File: config.mk
export PLATFORM = sky130hd
export DESIGN_NAME = modbus_rtu_slave_link
export DESIGN_NICKNAME = d
export VERILOG_FILES = /design/src/logic/rtu_pkg.sv /design/src/logic/char_if.sv /design/src/logic/serial_char_port.sv /design/src/logic/modbus_rtu_slave_link.sv
export SDC_FILE = /design/constraint.sdc
export NUM_CORES = 2
export LEC_CHECK = 0
export ABC_AREA = 0
export BUFFER_PORTS_ARGS = -buffer_cell sky130_fd_sc_hd__buf_2
export CAP_MARGIN = 40
export CORE_UTILIZATION = 40
export DETAILED_ROUTE_END_ITERATION = 7
export MAX_ROUTING_LAYER = met4
export SLEW_MARGIN = 20
export SYNTH_ARGS = -nofsm -noshare
export SYNTH_HDL_FRONTEND = slang
export SYNTH_HIERARCHICAL = 1
export SYNTH_SLANG_ARGS = --single-unit
File: constraint.sdc
create_clock -name clk -period 8.4 [get_ports clk]
set_clock_uncertainty 0.2 [all_clocks]
set_input_delay 0.42 -clock clk [delete_from_list [all_inputs] [get_ports clk]]
set_output_delay 0.42 -clock clk [all_outputs]
set_load 0.03 [all_outputs]
File: src/logic/rtu_pkg.sv
package rtu_pkg;
    // system clock
    localparam int CLK_HZ = 20_000_000;

    // bit rate selection codes
    localparam logic [2:0] RATE_9600 = 3'h0;
    localparam logic [2:0] RATE_19200 = 3'h1;
    localparam logic [2:0] RATE_38400 = 3'h2;
    localparam logic [2:0] RATE_57600 = 3'h3;
    localparam logic [2:0] RATE_115200 = 3'h4;
    localparam logic [2:0] RATE_230400 = 3'h5;

    // parity selection codes
    localparam logic [1:0] PAR_NONE = 2'h0;
    localparam logic [1:0] PAR_EVEN = 2'h1;
    localparam logic [1:0] PAR_ODD = 2'h2;

    localparam int DIV_W = 12;
    localparam logic [DIV_W-1:0] DIV_9600 = DIV_W'(CLK_HZ / 9600);
    localparam logic [DIV_W-1:0] DIV_19200 = DIV_W'(CLK_HZ / 19200);
    localparam logic [DIV_W-1:0] DIV_38400 = DIV_W'(CLK_HZ / 38400);
    localparam logic [DIV_W-1:0] DIV_57600 = DIV_W'(CLK_HZ / 57600);
    localparam logic [DIV_W-1:0] DIV_115200 = DIV_W'(CLK_HZ / 115200);
    localparam logic [DIV_W-1:0] DIV_230400 = DIV_W'(CLK_HZ / 230400);

    // inter_frame_idle_gap in automatic mode
    localparam int GAP_LOW_RATE_US = 4000;
    localparam int GAP_HIGH_RATE_US = 2500;
    localparam int GAP_LOW_RATE_CYC = GAP_LOW_RATE_US * (CLK_HZ / 1_000_000);
    localparam int GAP_HIGH_RATE_CYC = GAP_HIGH_RATE_US * (CLK_HZ / 1_000_000);
    // unit of manual gap and reply_holdoff_time settings
    localparam int TICK_US = 100;
    localparam int TICK_CYC = TICK_US * (CLK_HZ / 1_000_000);
    // unit of query_gap_timeout
    localparam int MS_US = 1000;
    localparam int MS_CYC = MS_US * (CLK_HZ / 1_000_000);

    localparam int CNT_W = 20;
    localparam logic [7:0] BROADCAST_ADDR = 8'h00;
    localparam int MAX_FRAME = 256;
    localparam int MIN_FRAME = 4;
    localparam logic [15:0] CRC_INIT = 16'hffff;
    localparam logic [15:0] CRC_POLY = 16'ha001;

    function automatic logic [DIV_W-1:0] baud_div(input logic [2:0] sel);
        unique case (sel)
            RATE_9600: baud_div = DIV_9600;
            RATE_19200: baud_div = DIV_19200;
            RATE_38400: baud_div = DIV_38400;
            RATE_57600: baud_div = DIV_57600;
            RATE_115200: baud_div = DIV_115200;
            default: baud_div = DIV_230400;
        endcase
    endfunction : baud_div

    function automatic logic [15:0] crc_byte(input logic [15:0] crc,
                                             input logic [7:0] data);
        logic [15:0] c;
        c = crc ^ {8'h00, data};
        for (int i = 0; i < 8; i++) begin
            c = c[0] ? ((c >> 1) ^ CRC_POLY) : (c >> 1);
        end
        crc_byte = c;
    endfunction : crc_byte
endpackage : rtu_pkg

File: src/logic/char_if.sv
`timescale 1ns/10ps
`default_nettype none
interface char_if;
    logic [2:0] rate_sel;
    logic [1:0] parity_sel;
    logic two_stop;
    logic [7:0] rx_data;
    logic rx_strobe;
    logic rx_err;
    logic rx_active;
    logic [7:0] tx_data;
    logic tx_start;
    logic tx_busy;

    modport engine (
        input rate_sel, parity_sel, two_stop, tx_data, tx_start,
        output rx_data, rx_strobe, rx_err, rx_active, tx_busy
    );
    modport framer (
        output rate_sel, parity_sel, two_stop, tx_data, tx_start,
        input rx_data, rx_strobe, rx_err, rx_active, tx_busy
    );
endinterface : char_if
`default_nettype wire

File: src/logic/serial_char_port.sv
`timescale 1ns/10ps
`default_nettype none
module serial_char_port (
    // clock and reset
    input wire logic clk,
    input wire logic reset_n,
    // line
    input wire logic rx_pin,
    output logic tx_pin,
    // framer side
    char_if.engine cif
);
    import rtu_pkg::*;

    typedef enum logic {E_IDLE = 1'b0, E_RUN = 1'b1} eng_state_t;

    logic rx_m_q, rx_s_q;
    eng_state_t rx_st_q, rx_st_d, tx_st_q, tx_st_d;
    logic [DIV_W-1:0] rx_cnt_q, rx_cnt_d, tx_cnt_q, tx_cnt_d, div;
    logic [3:0] rx_idx_q, rx_idx_d, tx_idx_q, tx_idx_d, rx_last, tx_last;
    logic [7:0] rx_sh_q, rx_sh_d;
    logic rx_err_q, rx_err_d, strobe_d, par_en, odd;
    logic [11:0] tx_sh_q, tx_sh_d;

    assign div = baud_div(cif.rate_sel);
    assign par_en = cif.parity_sel != PAR_NONE;
    assign odd = cif.parity_sel == PAR_ODD;
    assign rx_last = 4'h8 + {3'h0, par_en} + (cif.two_stop ? 4'h2 : 4'h1);
    assign tx_last = rx_last;

    always_comb begin
        rx_st_d = rx_st_q;
        rx_cnt_d = rx_cnt_q;
        rx_idx_d = rx_idx_q;
        rx_sh_d = rx_sh_q;
        rx_err_d = rx_err_q;
        strobe_d = 1'b0;
        unique case (rx_st_q)
            E_IDLE: begin
                if (!rx_s_q) begin
                    rx_st_d = E_RUN;
                    rx_cnt_d = div >> 1;
                    rx_idx_d = 4'h0;
                    rx_err_d = 1'b0;
                end
            end
            E_RUN: begin
                if (rx_cnt_q != '0) begin
                    rx_cnt_d = rx_cnt_q - 1'b1;
                end else begin
                    rx_cnt_d = div;
                    rx_idx_d = rx_idx_q + 1'b1;
                    if (rx_idx_q == 4'h0) begin
                        // a start glitch shorter than half a bit is no char
                        if (rx_s_q) begin
                            rx_st_d = E_IDLE;
                        end
                    end else if (rx_idx_q <= 4'h8) begin
                        rx_sh_d = {rx_s_q, rx_sh_q[7:1]};
                    end else if (par_en && rx_idx_q == 4'h9) begin
                        if ((^rx_sh_q ^ rx_s_q) != odd) begin
                            rx_err_d = 1'b1;
                        end
                    end else if (!rx_s_q) begin
                        rx_err_d = 1'b1;
                    end
                    if (rx_idx_q == rx_last) begin
                        rx_st_d = E_IDLE;
                        strobe_d = 1'b1;
                        rx_err_d = rx_err_q | !rx_s_q;
                    end
                end
            end
        endcase
    end

    always_comb begin
        tx_st_d = tx_st_q;
        tx_cnt_d = tx_cnt_q;
        tx_idx_d = tx_idx_q;
        tx_sh_d = tx_sh_q;
        unique case (tx_st_q)
            E_IDLE: begin
                if (cif.tx_start) begin
                    tx_st_d = E_RUN;
                    tx_cnt_d = div;
                    tx_idx_d = 4'h0;
                    tx_sh_d = par_en ?
                        {2'b11, ^cif.tx_data ^ odd, cif.tx_data, 1'b0} :
                        {3'b111, cif.tx_data, 1'b0};
                end
            end
            E_RUN: begin
                if (tx_cnt_q != '0) begin
                    tx_cnt_d = tx_cnt_q - 1'b1;
                end else begin
                    tx_cnt_d = div;
                    tx_idx_d = tx_idx_q + 1'b1;
                    tx_sh_d = {1'b1, tx_sh_q[11:1]};
                    if (tx_idx_q == tx_last) begin
                        tx_st_d = E_IDLE;
                    end
                end
            end
        endcase
    end

    always_ff @(posedge clk) begin
        if (!reset_n) begin
            rx_m_q <= 1'b1;
            rx_s_q <= 1'b1;
            rx_st_q <= E_IDLE;
            rx_cnt_q <= '0;
            rx_idx_q <= 4'h0;
            rx_sh_q <= 8'h00;
            rx_err_q <= 1'b0;
            cif.rx_strobe <= 1'b0;
            tx_st_q <= E_IDLE;
            tx_cnt_q <= '0;
            tx_idx_q <= 4'h0;
            tx_sh_q <= 12'hfff;
        end else begin
            rx_m_q <= rx_pin;
            rx_s_q <= rx_m_q;
            rx_st_q <= rx_st_d;
            rx_cnt_q <= rx_cnt_d;
            rx_idx_q <= rx_idx_d;
            rx_sh_q <= rx_sh_d;
            rx_err_q <= rx_err_d;
            cif.rx_strobe <= strobe_d;
            tx_st_q <= tx_st_d;
            tx_cnt_q <= tx_cnt_d;
            tx_idx_q <= tx_idx_d;
            tx_sh_q <= tx_sh_d;
        end
    end

    assign cif.rx_data = rx_sh_q;
    assign cif.rx_err = rx_err_q;
    assign cif.rx_active = rx_st_q == E_RUN;
    assign cif.tx_busy = tx_st_q == E_RUN;
    assign tx_pin = tx_sh_q[0];
endmodule : serial_char_port
`default_nettype wire

File: src/logic/modbus_rtu_slave_link.sv
// Function
// - single master; slave only answers queries, never speaks unsolicited
// - only binary RTU framing is decoded, no ASCII mode
// - unicast query to own address is processed then answered
// - address 0 is broadcast: executed, never answered
// - 8 data bits, one or two stop bits, none/even/odd parity
// - rate 9600 to 230400 bps, same on both ends
// - no query within the timeout raises a timeout alarm
// - timeout restarts on every good frame, any address
// - enable driver, then reply after gap, processing and holdoff time
// - automatic gap is 4 ms at low rates, 2.5 ms at high
// - frames with too short a gap are dropped and error flagged
// - 16-bit CRC from all ones, right shift, reflected polynomial
// - framing, parity or CRC errors drop the query silently
// - frames longer than 256 bytes are dropped silently
// - no reply when the address differs from own address
`timescale 1ns/10ps
`default_nettype none
module modbus_rtu_slave_link #(
    parameter int GAP_LOW_CYC = rtu_pkg::GAP_LOW_RATE_CYC,
    parameter int GAP_HIGH_CYC = rtu_pkg::GAP_HIGH_RATE_CYC
) (
    // clock and reset
    input wire logic clk,
    input wire logic reset_n,
    // rs-485 line
    input wire logic rx_pin,
    output logic tx_pin,
    output logic driver_en,
    // configuration
    input wire logic [7:0] own_addr,
    input wire logic [2:0] rate_sel,
    input wire logic [1:0] parity_sel,
    input wire logic two_stop,
    input wire logic [7:0] inter_frame_idle_gap,
    input wire logic [7:0] reply_holdoff_time,
    input wire logic [15:0] query_gap_timeout,
    // status
    output logic timeout_alarm,
    input wire logic timeout_alarm_clr,
    output logic comm_error,
    output logic frame_dropped,
    output logic frame_broadcast,
    // query bytes to the application
    output logic [7:0] q_data,
    output logic q_last,
    output logic q_valid,
    input wire logic q_ready,
    // response bytes from the application
    input wire logic [7:0] r_data,
    input wire logic r_last,
    input wire logic r_valid,
    output logic r_ready
);
    import rtu_pkg::*;

    typedef enum logic [2:0] {
        S_RECV = 3'b000,
        S_DELIVER = 3'b001,
        S_PROCESS = 3'b011,
        S_HOLD = 3'b010,
        S_SEND = 3'b110,
        S_CRC = 3'b111,
        S_DRAIN = 3'b101
    } link_state_t;

    char_if cif ();

    serial_char_port u_port (
        .clk(clk),
        .reset_n(reset_n),
        .rx_pin(rx_pin),
        .tx_pin(tx_pin),
        .cif(cif)
    );

    assign cif.rate_sel = rate_sel;
    assign cif.parity_sel = parity_sel;
    assign cif.two_stop = two_stop;

    logic [7:0] mem [MAX_FRAME];
    link_state_t st_q, st_d;
    logic [CNT_W-1:0] idle_q, idle_d, hold_q, hold_d, gap_cyc, hold_cyc;
    logic [8:0] len_q, len_d, rd_q, rd_d;
    logic [15:0] crc_q, crc_d, tcrc_q, tcrc_d;
    logic bad_q, bad_d, late_q, late_d, crc_hi_q, crc_hi_d;
    logic gap_done, frame_end, good, mine, accept, push;
    logic drop_d, err_d, bc_q, bc_d, de_d, rdy_d, start_q, start_d;
    logic [7:0] txd_q, txd_d;
    logic [14:0] ms_cyc_q, ms_cyc_d;
    logic [15:0] ms_q, ms_d;
    logic alarm_d;
    logic [7:0] sk_data_q, sk_data_d, o_data_d;
    logic sk_last_q, sk_last_d, sk_valid_q, sk_valid_d;
    logic o_last_d, o_valid_d;

    always_comb begin
        if (inter_frame_idle_gap != 8'h00) begin
            gap_cyc = CNT_W'(inter_frame_idle_gap * TICK_CYC);
        end else if (rate_sel <= RATE_38400) begin
            gap_cyc = CNT_W'(GAP_LOW_CYC);
        end else begin
            gap_cyc = CNT_W'(GAP_HIGH_CYC);
        end
    end
    assign hold_cyc = CNT_W'(reply_holdoff_time * TICK_CYC);

    // idle time since the last character on the line
    assign gap_done = !cif.rx_active && idle_q >= gap_cyc;
    assign frame_end = st_q == S_RECV && len_q != 9'h000 && gap_done;
    // binary crc check over the whole frame leaves zero
    assign good = !bad_q && !late_q && len_q >= 9'(MIN_FRAME) &&
        len_q <= 9'(MAX_FRAME) && crc_q == 16'h0000;
    assign mine = mem[0] == own_addr || mem[0] == BROADCAST_ADDR;
    assign accept = r_valid && r_ready;
    assign push = st_q == S_DELIVER && !sk_valid_q;

    always_comb begin
        st_d = st_q;
        idle_d = (cif.rx_active || cif.rx_strobe) ? '0 : idle_q;
        if (idle_d != {CNT_W{1'b1}} && !cif.rx_active) begin
            idle_d = idle_q + 1'b1;
        end
        len_d = len_q;
        crc_d = crc_q;
        bad_d = bad_q;
        late_d = late_q;
        rd_d = rd_q;
        hold_d = hold_q;
        tcrc_d = tcrc_q;
        crc_hi_d = crc_hi_q;
        drop_d = 1'b0;
        err_d = 1'b0;
        bc_d = bc_q;
        de_d = driver_en;
        start_d = 1'b0;
        txd_d = txd_q;
        if (cif.rx_strobe) begin
            if (st_q == S_RECV && !late_q) begin
                if (len_q != 9'(MAX_FRAME + 1)) begin
                    len_d = len_q + 1'b1;
                end
                crc_d = crc_byte(crc_q, cif.rx_data);
                bad_d = bad_q | cif.rx_err;
            end else if (!late_q) begin
                late_d = 1'b1;
                err_d = 1'b1;
            end
        end
        unique case (st_q)
            S_RECV: begin
                if (frame_end) begin
                    len_d = (good && mine) ? len_q : 9'h000;
                    crc_d = CRC_INIT;
                    bad_d = 1'b0;
                    late_d = 1'b0;
                    rd_d = 9'h000;
                    drop_d = !good;
                    if (good && mine) begin
                        st_d = S_DELIVER;
                        bc_d = mem[0] == BROADCAST_ADDR;
                    end
                end else if (late_q && len_q == 9'h000 && gap_done) begin
                    late_d = 1'b0;
                end
            end
            S_DELIVER: begin
                if (push) begin
                    rd_d = rd_q + 1'b1;
                    if (rd_q == len_q - 9'h003) begin
                        // broadcast is executed but never answered
                        st_d = bc_q ? S_RECV : S_PROCESS;
                        len_d = 9'h000;
                    end
                end
            end
            S_PROCESS: begin
                if (r_valid) begin
                    st_d = S_HOLD;
                    de_d = 1'b1;
                    hold_d = '0;
                    tcrc_d = CRC_INIT;
                end
            end
            S_HOLD: begin
                hold_d = hold_q + 1'b1;
                if (hold_q >= hold_cyc) begin
                    st_d = S_SEND;
                end
            end
            S_SEND: begin
                if (accept) begin
                    start_d = 1'b1;
                    txd_d = r_data;
                    tcrc_d = crc_byte(tcrc_q, r_data);
                    crc_hi_d = 1'b0;
                    if (r_last) begin
                        st_d = S_CRC;
                    end
                end
            end
            S_CRC: begin
                // crc goes out low byte first
                if (!cif.tx_busy && !start_q) begin
                    start_d = 1'b1;
                    txd_d = crc_hi_q ? tcrc_q[15:8] : tcrc_q[7:0];
                    crc_hi_d = 1'b1;
                    if (crc_hi_q) begin
                        st_d = S_DRAIN;
                    end
                end
            end
            S_DRAIN: begin
                if (!cif.tx_busy && !start_q) begin
                    st_d = S_RECV;
                    de_d = 1'b0;
                    idle_d = '0;
                end
            end
            default: st_d = S_RECV;
        endcase
        // app sees one byte per character slot, so no byte is ever queued
        rdy_d = st_d == S_SEND && st_q == S_SEND && !cif.tx_busy &&
            !start_q && !start_d && !r_ready;
    end

    always_comb begin
        sk_data_d = sk_data_q;
        sk_last_d = sk_last_q;
        sk_valid_d = sk_valid_q;
        o_data_d = q_data;
        o_last_d = q_last;
        o_valid_d = q_valid;
        if (!q_valid || q_ready) begin
            if (sk_valid_q) begin
                o_data_d = sk_data_q;
                o_last_d = sk_last_q;
                o_valid_d = 1'b1;
                sk_valid_d = 1'b0;
            end else if (push) begin
                o_data_d = mem[rd_q[7:0]];
                o_last_d = rd_q == len_q - 9'h003;
                o_valid_d = 1'b1;
            end else begin
                o_valid_d = 1'b0;
            end
        end else if (push) begin
            sk_data_d = mem[rd_q[7:0]];
            sk_last_d = rd_q == len_q - 9'h003;
            sk_valid_d = 1'b1;
        end
    end

    always_comb begin
        ms_cyc_d = ms_cyc_q + 1'b1;
        ms_d = ms_q;
        alarm_d = timeout_alarm && !timeout_alarm_clr;
        if (ms_cyc_q == 15'(MS_CYC - 1)) begin
            ms_cyc_d = '0;
            if (ms_q != 16'hffff) begin
                ms_d = ms_q + 1'b1;
            end
        end
        if (query_gap_timeout != 16'h0000 && ms_q >= query_gap_timeout) begin
            alarm_d = 1'b1;
            ms_d = 16'h0000;
        end
        if (frame_end && good) begin
            ms_cyc_d = '0;
            ms_d = 16'h0000;
        end
    end

    always_ff @(posedge clk) begin
        if (cif.rx_strobe && st_q == S_RECV && len_q < 9'(MAX_FRAME)) begin
            mem[len_q[7:0]] <= cif.rx_data;
        end
    end

    always_ff @(posedge clk) begin
        if (!reset_n) begin
            st_q <= S_RECV;
            idle_q <= '0;
            len_q <= 9'h000;
            crc_q <= CRC_INIT;
            bad_q <= 1'b0;
            late_q <= 1'b0;
            rd_q <= 9'h000;
            hold_q <= '0;
            tcrc_q <= CRC_INIT;
            crc_hi_q <= 1'b0;
            bc_q <= 1'b0;
            start_q <= 1'b0;
            txd_q <= 8'h00;
            driver_en <= 1'b0;
            r_ready <= 1'b0;
            frame_dropped <= 1'b0;
            comm_error <= 1'b0;
            sk_data_q <= 8'h00;
            sk_last_q <= 1'b0;
            sk_valid_q <= 1'b0;
            q_data <= 8'h00;
            q_last <= 1'b0;
            q_valid <= 1'b0;
            ms_cyc_q <= '0;
            ms_q <= 16'h0000;
            timeout_alarm <= 1'b0;
        end else begin
            st_q <= st_d;
            idle_q <= idle_d;
            len_q <= len_d;
            crc_q <= crc_d;
            bad_q <= bad_d;
            late_q <= late_d;
            rd_q <= rd_d;
            hold_q <= hold_d;
            tcrc_q <= tcrc_d;
            crc_hi_q <= crc_hi_d;
            bc_q <= bc_d;
            start_q <= start_d;
            txd_q <= txd_d;
            driver_en <= de_d;
            r_ready <= rdy_d;
            frame_dropped <= drop_d;
            comm_error <= err_d;
            sk_data_q <= sk_data_d;
            sk_last_q <= sk_last_d;
            sk_valid_q <= sk_valid_d;
            q_data <= o_data_d;
            q_last <= o_last_d;
            q_valid <= o_valid_d;
            ms_cyc_q <= ms_cyc_d;
            ms_q <= ms_d;
            timeout_alarm <= alarm_d;
        end
    end

    assign frame_broadcast = bc_q;
    assign cif.tx_start = start_q;
    assign cif.tx_data = txd_q;
endmodule : modbus_rtu_slave_link
`default_nettype wire

Word-level counts from Yosys, hierarchy flattened
Memories as Yosys holds them, arrays and structs flattened. A register that Yosys moved wholly into a read port is not among the register bits.
Cells that the tools add are included.
{"block": "totals", "register_bits": 220, "mem_bits_rw": 2048, "inputBits": 61, "word_cells": 334, "mem_count": 1}
{"block": "op_classes", "n_addsub": 13, "multipliers": 2, "magnitude_cmp": 8, "eq_ne": 37, "muxes": 126, "n_bitwise": 29, "reduce_logical": 80}
{"memory": "mem", "words": 256, "word_bits": 8, "read_ports": 2, "rd_ports_with_merged_regs": 1, "write_ports": 1, "line": "modbus_rtu_slave_link.sv:81", "rtl": "logic [7:0] mem [MAX_FRAME];"}
{"operator": "16-bit two-way mux", "count": 22}
{"operator": "20-bit two-way mux", "count": 6}
{"operator": "9-bit two-way mux", "count": 9}
{"operator": "12-bit two-way mux", "count": 6}
{"operator": "12-bit one-hot mux with 2 select lines", "count": 3}
{"operator": "12-bit one-hot mux with 5 select lines", "count": 1}
{"operator": "8-bit two-way mux", "count": 7}
{"operator": "2-bit NOT with 3-bit output", "count": 16}
{"operator": "20-bit by 1-bit adder with 20-bit output (second input constant)", "count": 2}
{"operator": "20-bit one-hot mux with 2 select lines", "count": 1}
{"operator": "1-bit two-way mux", "count": 39}
{"operator": "9-bit one-hot mux with 2 select lines", "count": 2}
{"operator": "3-bit two-way mux", "count": 11}
{"operator": "16-bit one-hot mux with 2 select lines", "count": 1}
{"operator": "16-bit by 8-bit bitwise XOR with 16-bit output", "count": 2}
{"operator": "8-bit by 7-bit multiplier with 15-bit output (second input constant)", "count": 2}
{"operator": "1-bit logical AND", "count": 26}
{"operator": "12-bit nonzero test", "count": 2}
{"operator": "12-bit by 1-bit subtractor with 12-bit output (second input constant)", "count": 2}
{"operator": "3-bit one-hot mux with 7 select lines", "count": 1}
{"operator": "20-bit by 19-bit greater-or-equal comparator with 1-bit output", "count": 1}
{"operator": "20-bit greater-or-equal comparator", "count": 1}
{"operator": "2-bit != test (second input constant)", "count": 10}
{"operator": "20-bit != test (second input constant)", "count": 1}
{"operator": "other kinds (55)", "count": 121}

Depth between registers and ports, before layout
{"block": "logic_depth", "word_depth": 21, "mapped_depth": 26, "mapped_depth_nobuf": 25}

By module
The synthesis kept the hierarchy.
{"mod": "modbus_rtu_slave_link", "n_inst": 1, "cells_each": 4976, "area_per_inst_um2": 91416.4, "seq_area_each_um2": 64902.2}
{"mod": "serial_char_port", "n_inst": 1, "cells_each": 440, "area_per_inst_um2": 3428.3, "seq_area_each_um2": 1121.1}

Worst setup path after synthesis
No wires, ideal clock.
{"block": "synth_timing", "path_type": "input port to flip-flop", "from": "in inter_frame_idle_gap[0]", "to": "reg rd_q[8]", "setup_ps": 116, "t_arrival_ps": 5962, "setup_slack_ps": 2121, "path_stages": 25, "n_path_buf": 1, "path_cell_list": "fa_1 -> xor2_1 -> ha_1 -> fa_1 -> inv_1 -> fa_1 -> inv_1 -> ha_1 -> inv_1 -> o21ai_0 -> a211oi_1 -> o31ai_1 -> o41ai_1 -> xnor2_1 -> nand2_1 -> ha_1 -> nand4_1 -> or3_1 -> or2_1 -> a211o_1 -> and3_1 -> buf_2 -> nor4b_4 -> a31oi_1 -> a41o_1"}
{"block": "synth_via", "elab_chain_len": 7, "word_cells_on_any_way": 8, "cone_classes": "mul (1); order compare (1); eq/ne (1); mux (1); reduce/logical (4)"}
{"item": "start: declaration", "line": "modbus_rtu_slave_link.sv:35", "rtl": "input wire logic [7:0] inter_frame_idle_gap,"}
{"item": "8-bit by 7-bit multiplier with 15-bit output or 8-bit nonzero test (tied branches)", "line": "modbus_rtu_slave_link.sv:99, modbus_rtu_slave_link.sv:98"}
{"item": "20-bit two-way mux (*)", "line": "modbus_rtu_slave_link.sv:98", "rtl": "if (inter_frame_idle_gap != 8'h00) begin"}
{"item": "20-bit greater-or-equal comparator (*)", "line": "modbus_rtu_slave_link.sv:109", "rtl": "assign gap_done = !cif.rx_active && idle_q >= gap_cyc;"}
{"item": "1-bit logical AND (*)", "line": "modbus_rtu_slave_link.sv:109"}
{"item": "1-bit logical AND (*)", "line": "modbus_rtu_slave_link.sv:110", "rtl": "assign frame_end = st_q == S_RECV && len_q != 9'h000 && gap_done;"}
{"item": "2-bit != test (no line) (*)"}
{"item": "3-bit AND reduction (no line) (*)"}
{"item": "end signal: assignment", "line": "modbus_rtu_slave_link.sv:315", "rtl": "rd_q <= rd_d;"}
{"item": "end: declaration", "line": "modbus_rtu_slave_link.sv:84", "rtl": "logic [8:0] len_q, len_d, rd_q, rd_d;"}
Every way passes the cells marked *; elsewhere a longest branch is shown, timed or not.
A chain may end at the register's enable or synchronous reset.

Worst setup path after layout
Ends and elaborated chain as after synthesis.

==> impl_metrics.toml <==
[placement]
port-buffer-count = 77
postPlaceCellArea_sq_mm = 0.0992
pre_cts_setup_slack_ps = 1500
dp_hpwl_microns = 150000
place.detailed.instances = 8532
gp_routability_congestion = 0.859

[clocking]
cts_inserted_buffers = 218
cts_setup_buffers = 0
cts_max_level = 4
clkLatencyLatePin_ps = 860
tritoncts_clock_tree = "done"
clk_pin_slew_worst_paths_ps = 60
ctsHoldBuffers = 26
clock-root-buffer = "sky130_fd_sc_hd__clkbuf_16"
clkSinkCount = 2274
post_cts_sizing = 0
cts.path.max_buffers = 3

[cells_and_area]
post_layout_nonfiller_instances = 9064
cell_area_after_layout_sq_mm = 0.107
fin_nets = 5963
syn_to_final_growth_pct = 13.1
drive_above_1_share_pct = 21.4

[synthesis]
netlist-cell-type-count = 102
ys_ff_latch = 2274
yosys_warnings = 6
ys.flop_type = "sky130_fd_sc_hd__edfxtp_1"
synthCells = 5416
syn-num-nets = 5665
post_synth.cell_area_avg_sq_um = 17.5
synth_sequential_area_ratio_pct = 69.6
async_flop_share_pct = 0
synth_edf_count = 2048
post_synth_instance_area_sq_mm = 0.0948

[power_and_ir_drop]
seq_power_share_pct = 53.2
netSwitchingPower_mw = 4.86
power_switching_share_pct = 21.3
power_report.internal_total_mw = 18.0
p_clk_share_pct = 42.3
powerDensity_mw_per_mm2 = 213
p_leak_nw = 34.7
vdd_drop_max_v = 0.000250
power.share.combinational_pct = 4.5

[critical_path]
worstSetupStartpointType = "input port"
critical-path-slowest-cell = "sky130_fd_sc_hd__fa_1"
critPathMaxStageDelay_ps = 540
cp.required_ps = 8960
worstSetupPathType = "in2reg"
timing.critical_path.max_delay_family = "adder cells"
endpoint_kind = "flip-flop"
worst_reg2reg_endpoint = "q_data[1]"
rrSetupSlack_ps = 3640
reg2regPathDepth = 9
crit_arrival_ps = 6600
buf_inv_stages_crit_path = 4
cp_max_fo = 9

[grt]
antenna_violations_before_repair = 12
grt_max_degree = 204
grt_use_total_pct = 20.7
grt_first_pass_wirelength_microns = 352000
number_of_global_route_vias_before_repair = 50600
globalRoute.totalOverflow = 0

[sta]
slew_violations = 0
worstMarginPinSlew_ps = 1080
hold_violations = 0
post-route-worst-setup-slack_ps = 2360
fin_crit_ps = 6040
setup-violations-final = 0
unrepaired_setup_endpoints_after_global_routing = "no"
timing.slew.headroom_pct = 27.8
fmax_mhz = 166
finalCritPeriodShare_pct = 71.9
setup_total_negative_slack_ps = 0

[detailed_routing]
vias_per_cell = 5.66
vias = 51300
met3_length_microns = 19400
drt-pass1-iter-count = 6
drt-wirelength-per-cell_microns = 26.6
drc_errors = 0
dr.max_layer_used = "met4"
drt_iter0_drc = 5561
detail-route-antenna-nets = 0
wirelength_met1_microns = 102000
met2RoutedLength_microns = 113000
detail_route.wirelength_microns = 241000

[worst_hold_path]
hp-class = "in2reg"
timing.hold.worst_endpoint = "st_q[0]"
whs_path_depth = 7
hold_path.startpoint = "own_addr[6]"

[floorplanning]
dieWidth_microns = 489
rows = 178
boundaryPins = 78
initial_utilization_pct = 40.3
coreArea_sq_mm = 0.235
die_area_sq_mm = 0.239
chipHeight_microns = 489

[run]
max_cap_violations = 0

[status]
outcome = "finished clean"
-- synth_stat cells, types with 68 or more instances --
| master | n | share of area, % |
|---|---|---|
| sky130_fd_sc_hd__clkbuf_1 | 114 | 0.45 |
| sky130_fd_sc_hd__ha_1 | 145 | 1.9 |
| sky130_fd_sc_hd__nand2_1 | 219 | 0.87 |
| sky130_fd_sc_hd__inv_1 | 124 | 0.49 |
| sky130_fd_sc_hd__a21oi_1 | 154 | 0.81 |
| sky130_fd_sc_hd__nand3_1 | 106 | 0.56 |
| sky130_fd_sc_hd__edfxtp_1 | 2048 | 65 |
| sky130_fd_sc_hd__nor2_1 | 454 | 1.8 |
| sky130_fd_sc_hd__buf_2 | 68 | 0.36 |
| sky130_fd_sc_hd__mux4_2 | 524 | 12 |
| sky130_fd_sc_hd__xnor2_1 | 95 | 0.88 |
| sky130_fd_sc_hd__o21ai_0 | 87 | 0.46 |
| sky130_fd_sc_hd__dfxtp_1 | 226 | 4.8 |
| sky130_fd_sc_hd__mux2i_1 | 75 | 0.79 |
-- state kept, by name, summed over array words and instances, names as in the netlist, 9 cells and up, named ones only --
register,flops
u_port/rx_cnt_q,12
idle_q,20
crc_q,16
len_q,9
hold_q,20
rd_q,9
mem,2048
ms_q,16
u_port/tx_cnt_q,12
u_port/tx_sh_q,10
ms_cyc_q,15
tcrc_q,16
-- per-stage QoR --
stage               utilization [%]  power (mW)  hold slack, ps
floorplan                         -        13.2             186
global placement               41.8        13.4             209
detailed placement             42.1        13.4             197
CTS                            45.2        23.0            48.7
global route                   45.5        23.6             126
finish                         45.6        22.8             104
-- worst min-delay path: stages --
cell and delay, ps:
sky130_fd_sc_hd__buf_2 90, sky130_fd_sc_hd__xor2_1 120, sky130_fd_sc_hd__nor4_1 60, sky130_fd_sc_hd__nand2_1 100, sky130_fd_sc_hd__nand2_1 90, sky130_fd_sc_hd__o2111ai_1 150, sky130_fd_sc_hd__a211oi_1 90
-- power by group through the flow --
| stage | registers, mW | logic (mW) | clock network, mW |
|---|---|---|---|
| 4_1_cts | 12.2 | 1.05 | 9.81 |
| 2_1_floorplan | 12.4 | 0.809 | 0 |
| 3_3_place_gp | 12.4 | 1.03 | 0 |
| 6_report | 12.2 | 1.04 | 9.66 |
| 3_5_place_dp | 12.4 | 1.03 | 0 |
| 5_1_grt | 12.1 | 1.20 | 10.2 |
-- placed cells by master, fill, tap and decap left out, drive strengths merged, types with 27 or more instances in the layout --
cell type / synthesis / layout
a211oi: 50 / 50
a21oi: 156 / 156
a22oi: 41 / 41
a31oi: 28 / 28
and3: 27 / 27
buf: 166 / 335
clkbuf: 117 / 272
clkinv: 2 / 109
dfxtp: 226 / 226
edfxtp: 2048 / 2048
fa: 43 / 43
ha: 145 / 145
inv: 125 / 133
mux2i: 75 / 75
mux4: 533 / 533
nand2: 219 / 219
nand2b: 34 / 34
nand3: 109 / 109
nand4: 29 / 29
nor2: 454 / 454
nor2b: 60 / 60
nor3: 67 / 67
nor4: 31 / 31
o211ai: 33 / 33
o21ai: 95 / 95
o22ai: 60 / 60
xnor2: 95 / 95
xor2: 65 / 65
-- how the worst max path moves through the flow --
stage	cells past startpoint	slack [ps]	startpoint	end
after floorplan	25	2120	inter_frame_idle_gap[0]	rd_q[8]
after global placement	25	1470	inter_frame_idle_gap[0]	rd_q[8]
after detailed placement	24	1500	inter_frame_idle_gap[0]	ms_q[14]
after CTS	25	2380	inter_frame_idle_gap[0]	ms_q[2]
after global routing	25	1810	inter_frame_idle_gap[0]	ms_q[2]
final	25	2360	inter_frame_idle_gap[0]	rd_q[8]
-- cells by family (layout without fill, tap and decap cells) --
| logic type | count (synthesis) | after routing | share of synthesized area, % |
|---|---|---|---|
| compound gates | 603 | 603 | 4.23 |
| xor+xnor | 160 | 160 | 1.48 |
| fa+ha+maj | 188 | 188 | 2.82 |
| buf+inv | 411 | 900 | 2.31 |
| flops | 2274 | 2274 | 69.6 |
| mux | 631 | 631 | 13.8 |
| other cells | 0 | 9 | 0 |
| simple gates | 1149 | 1149 | 5.79 |
-- layout make-up --
| class | count | area, sq um |
|---|---|---|
| fill | 20100 | 128000 |
| tap | 3150 | 3940 |
| multi-input combinational | 2731 | 26700 |
| clock inverter | 140 | 1190 |
| inverter | 127 | 477 |
| timing repair buffer | 362 | 3030 |
| antenna | 9 | 22.5 |
| clock buffer | 271 | 5820 |
| sequential | 2274 | 66100 |
-- routing by layer --
layer	GRT usage, %	up-vias
li1	-	22200
met1	28.5	26800
met2	31.7	1932
met3	3.81	353
met4	5.53	0
met5	-	-
Power figures use the tool's default switching activity.
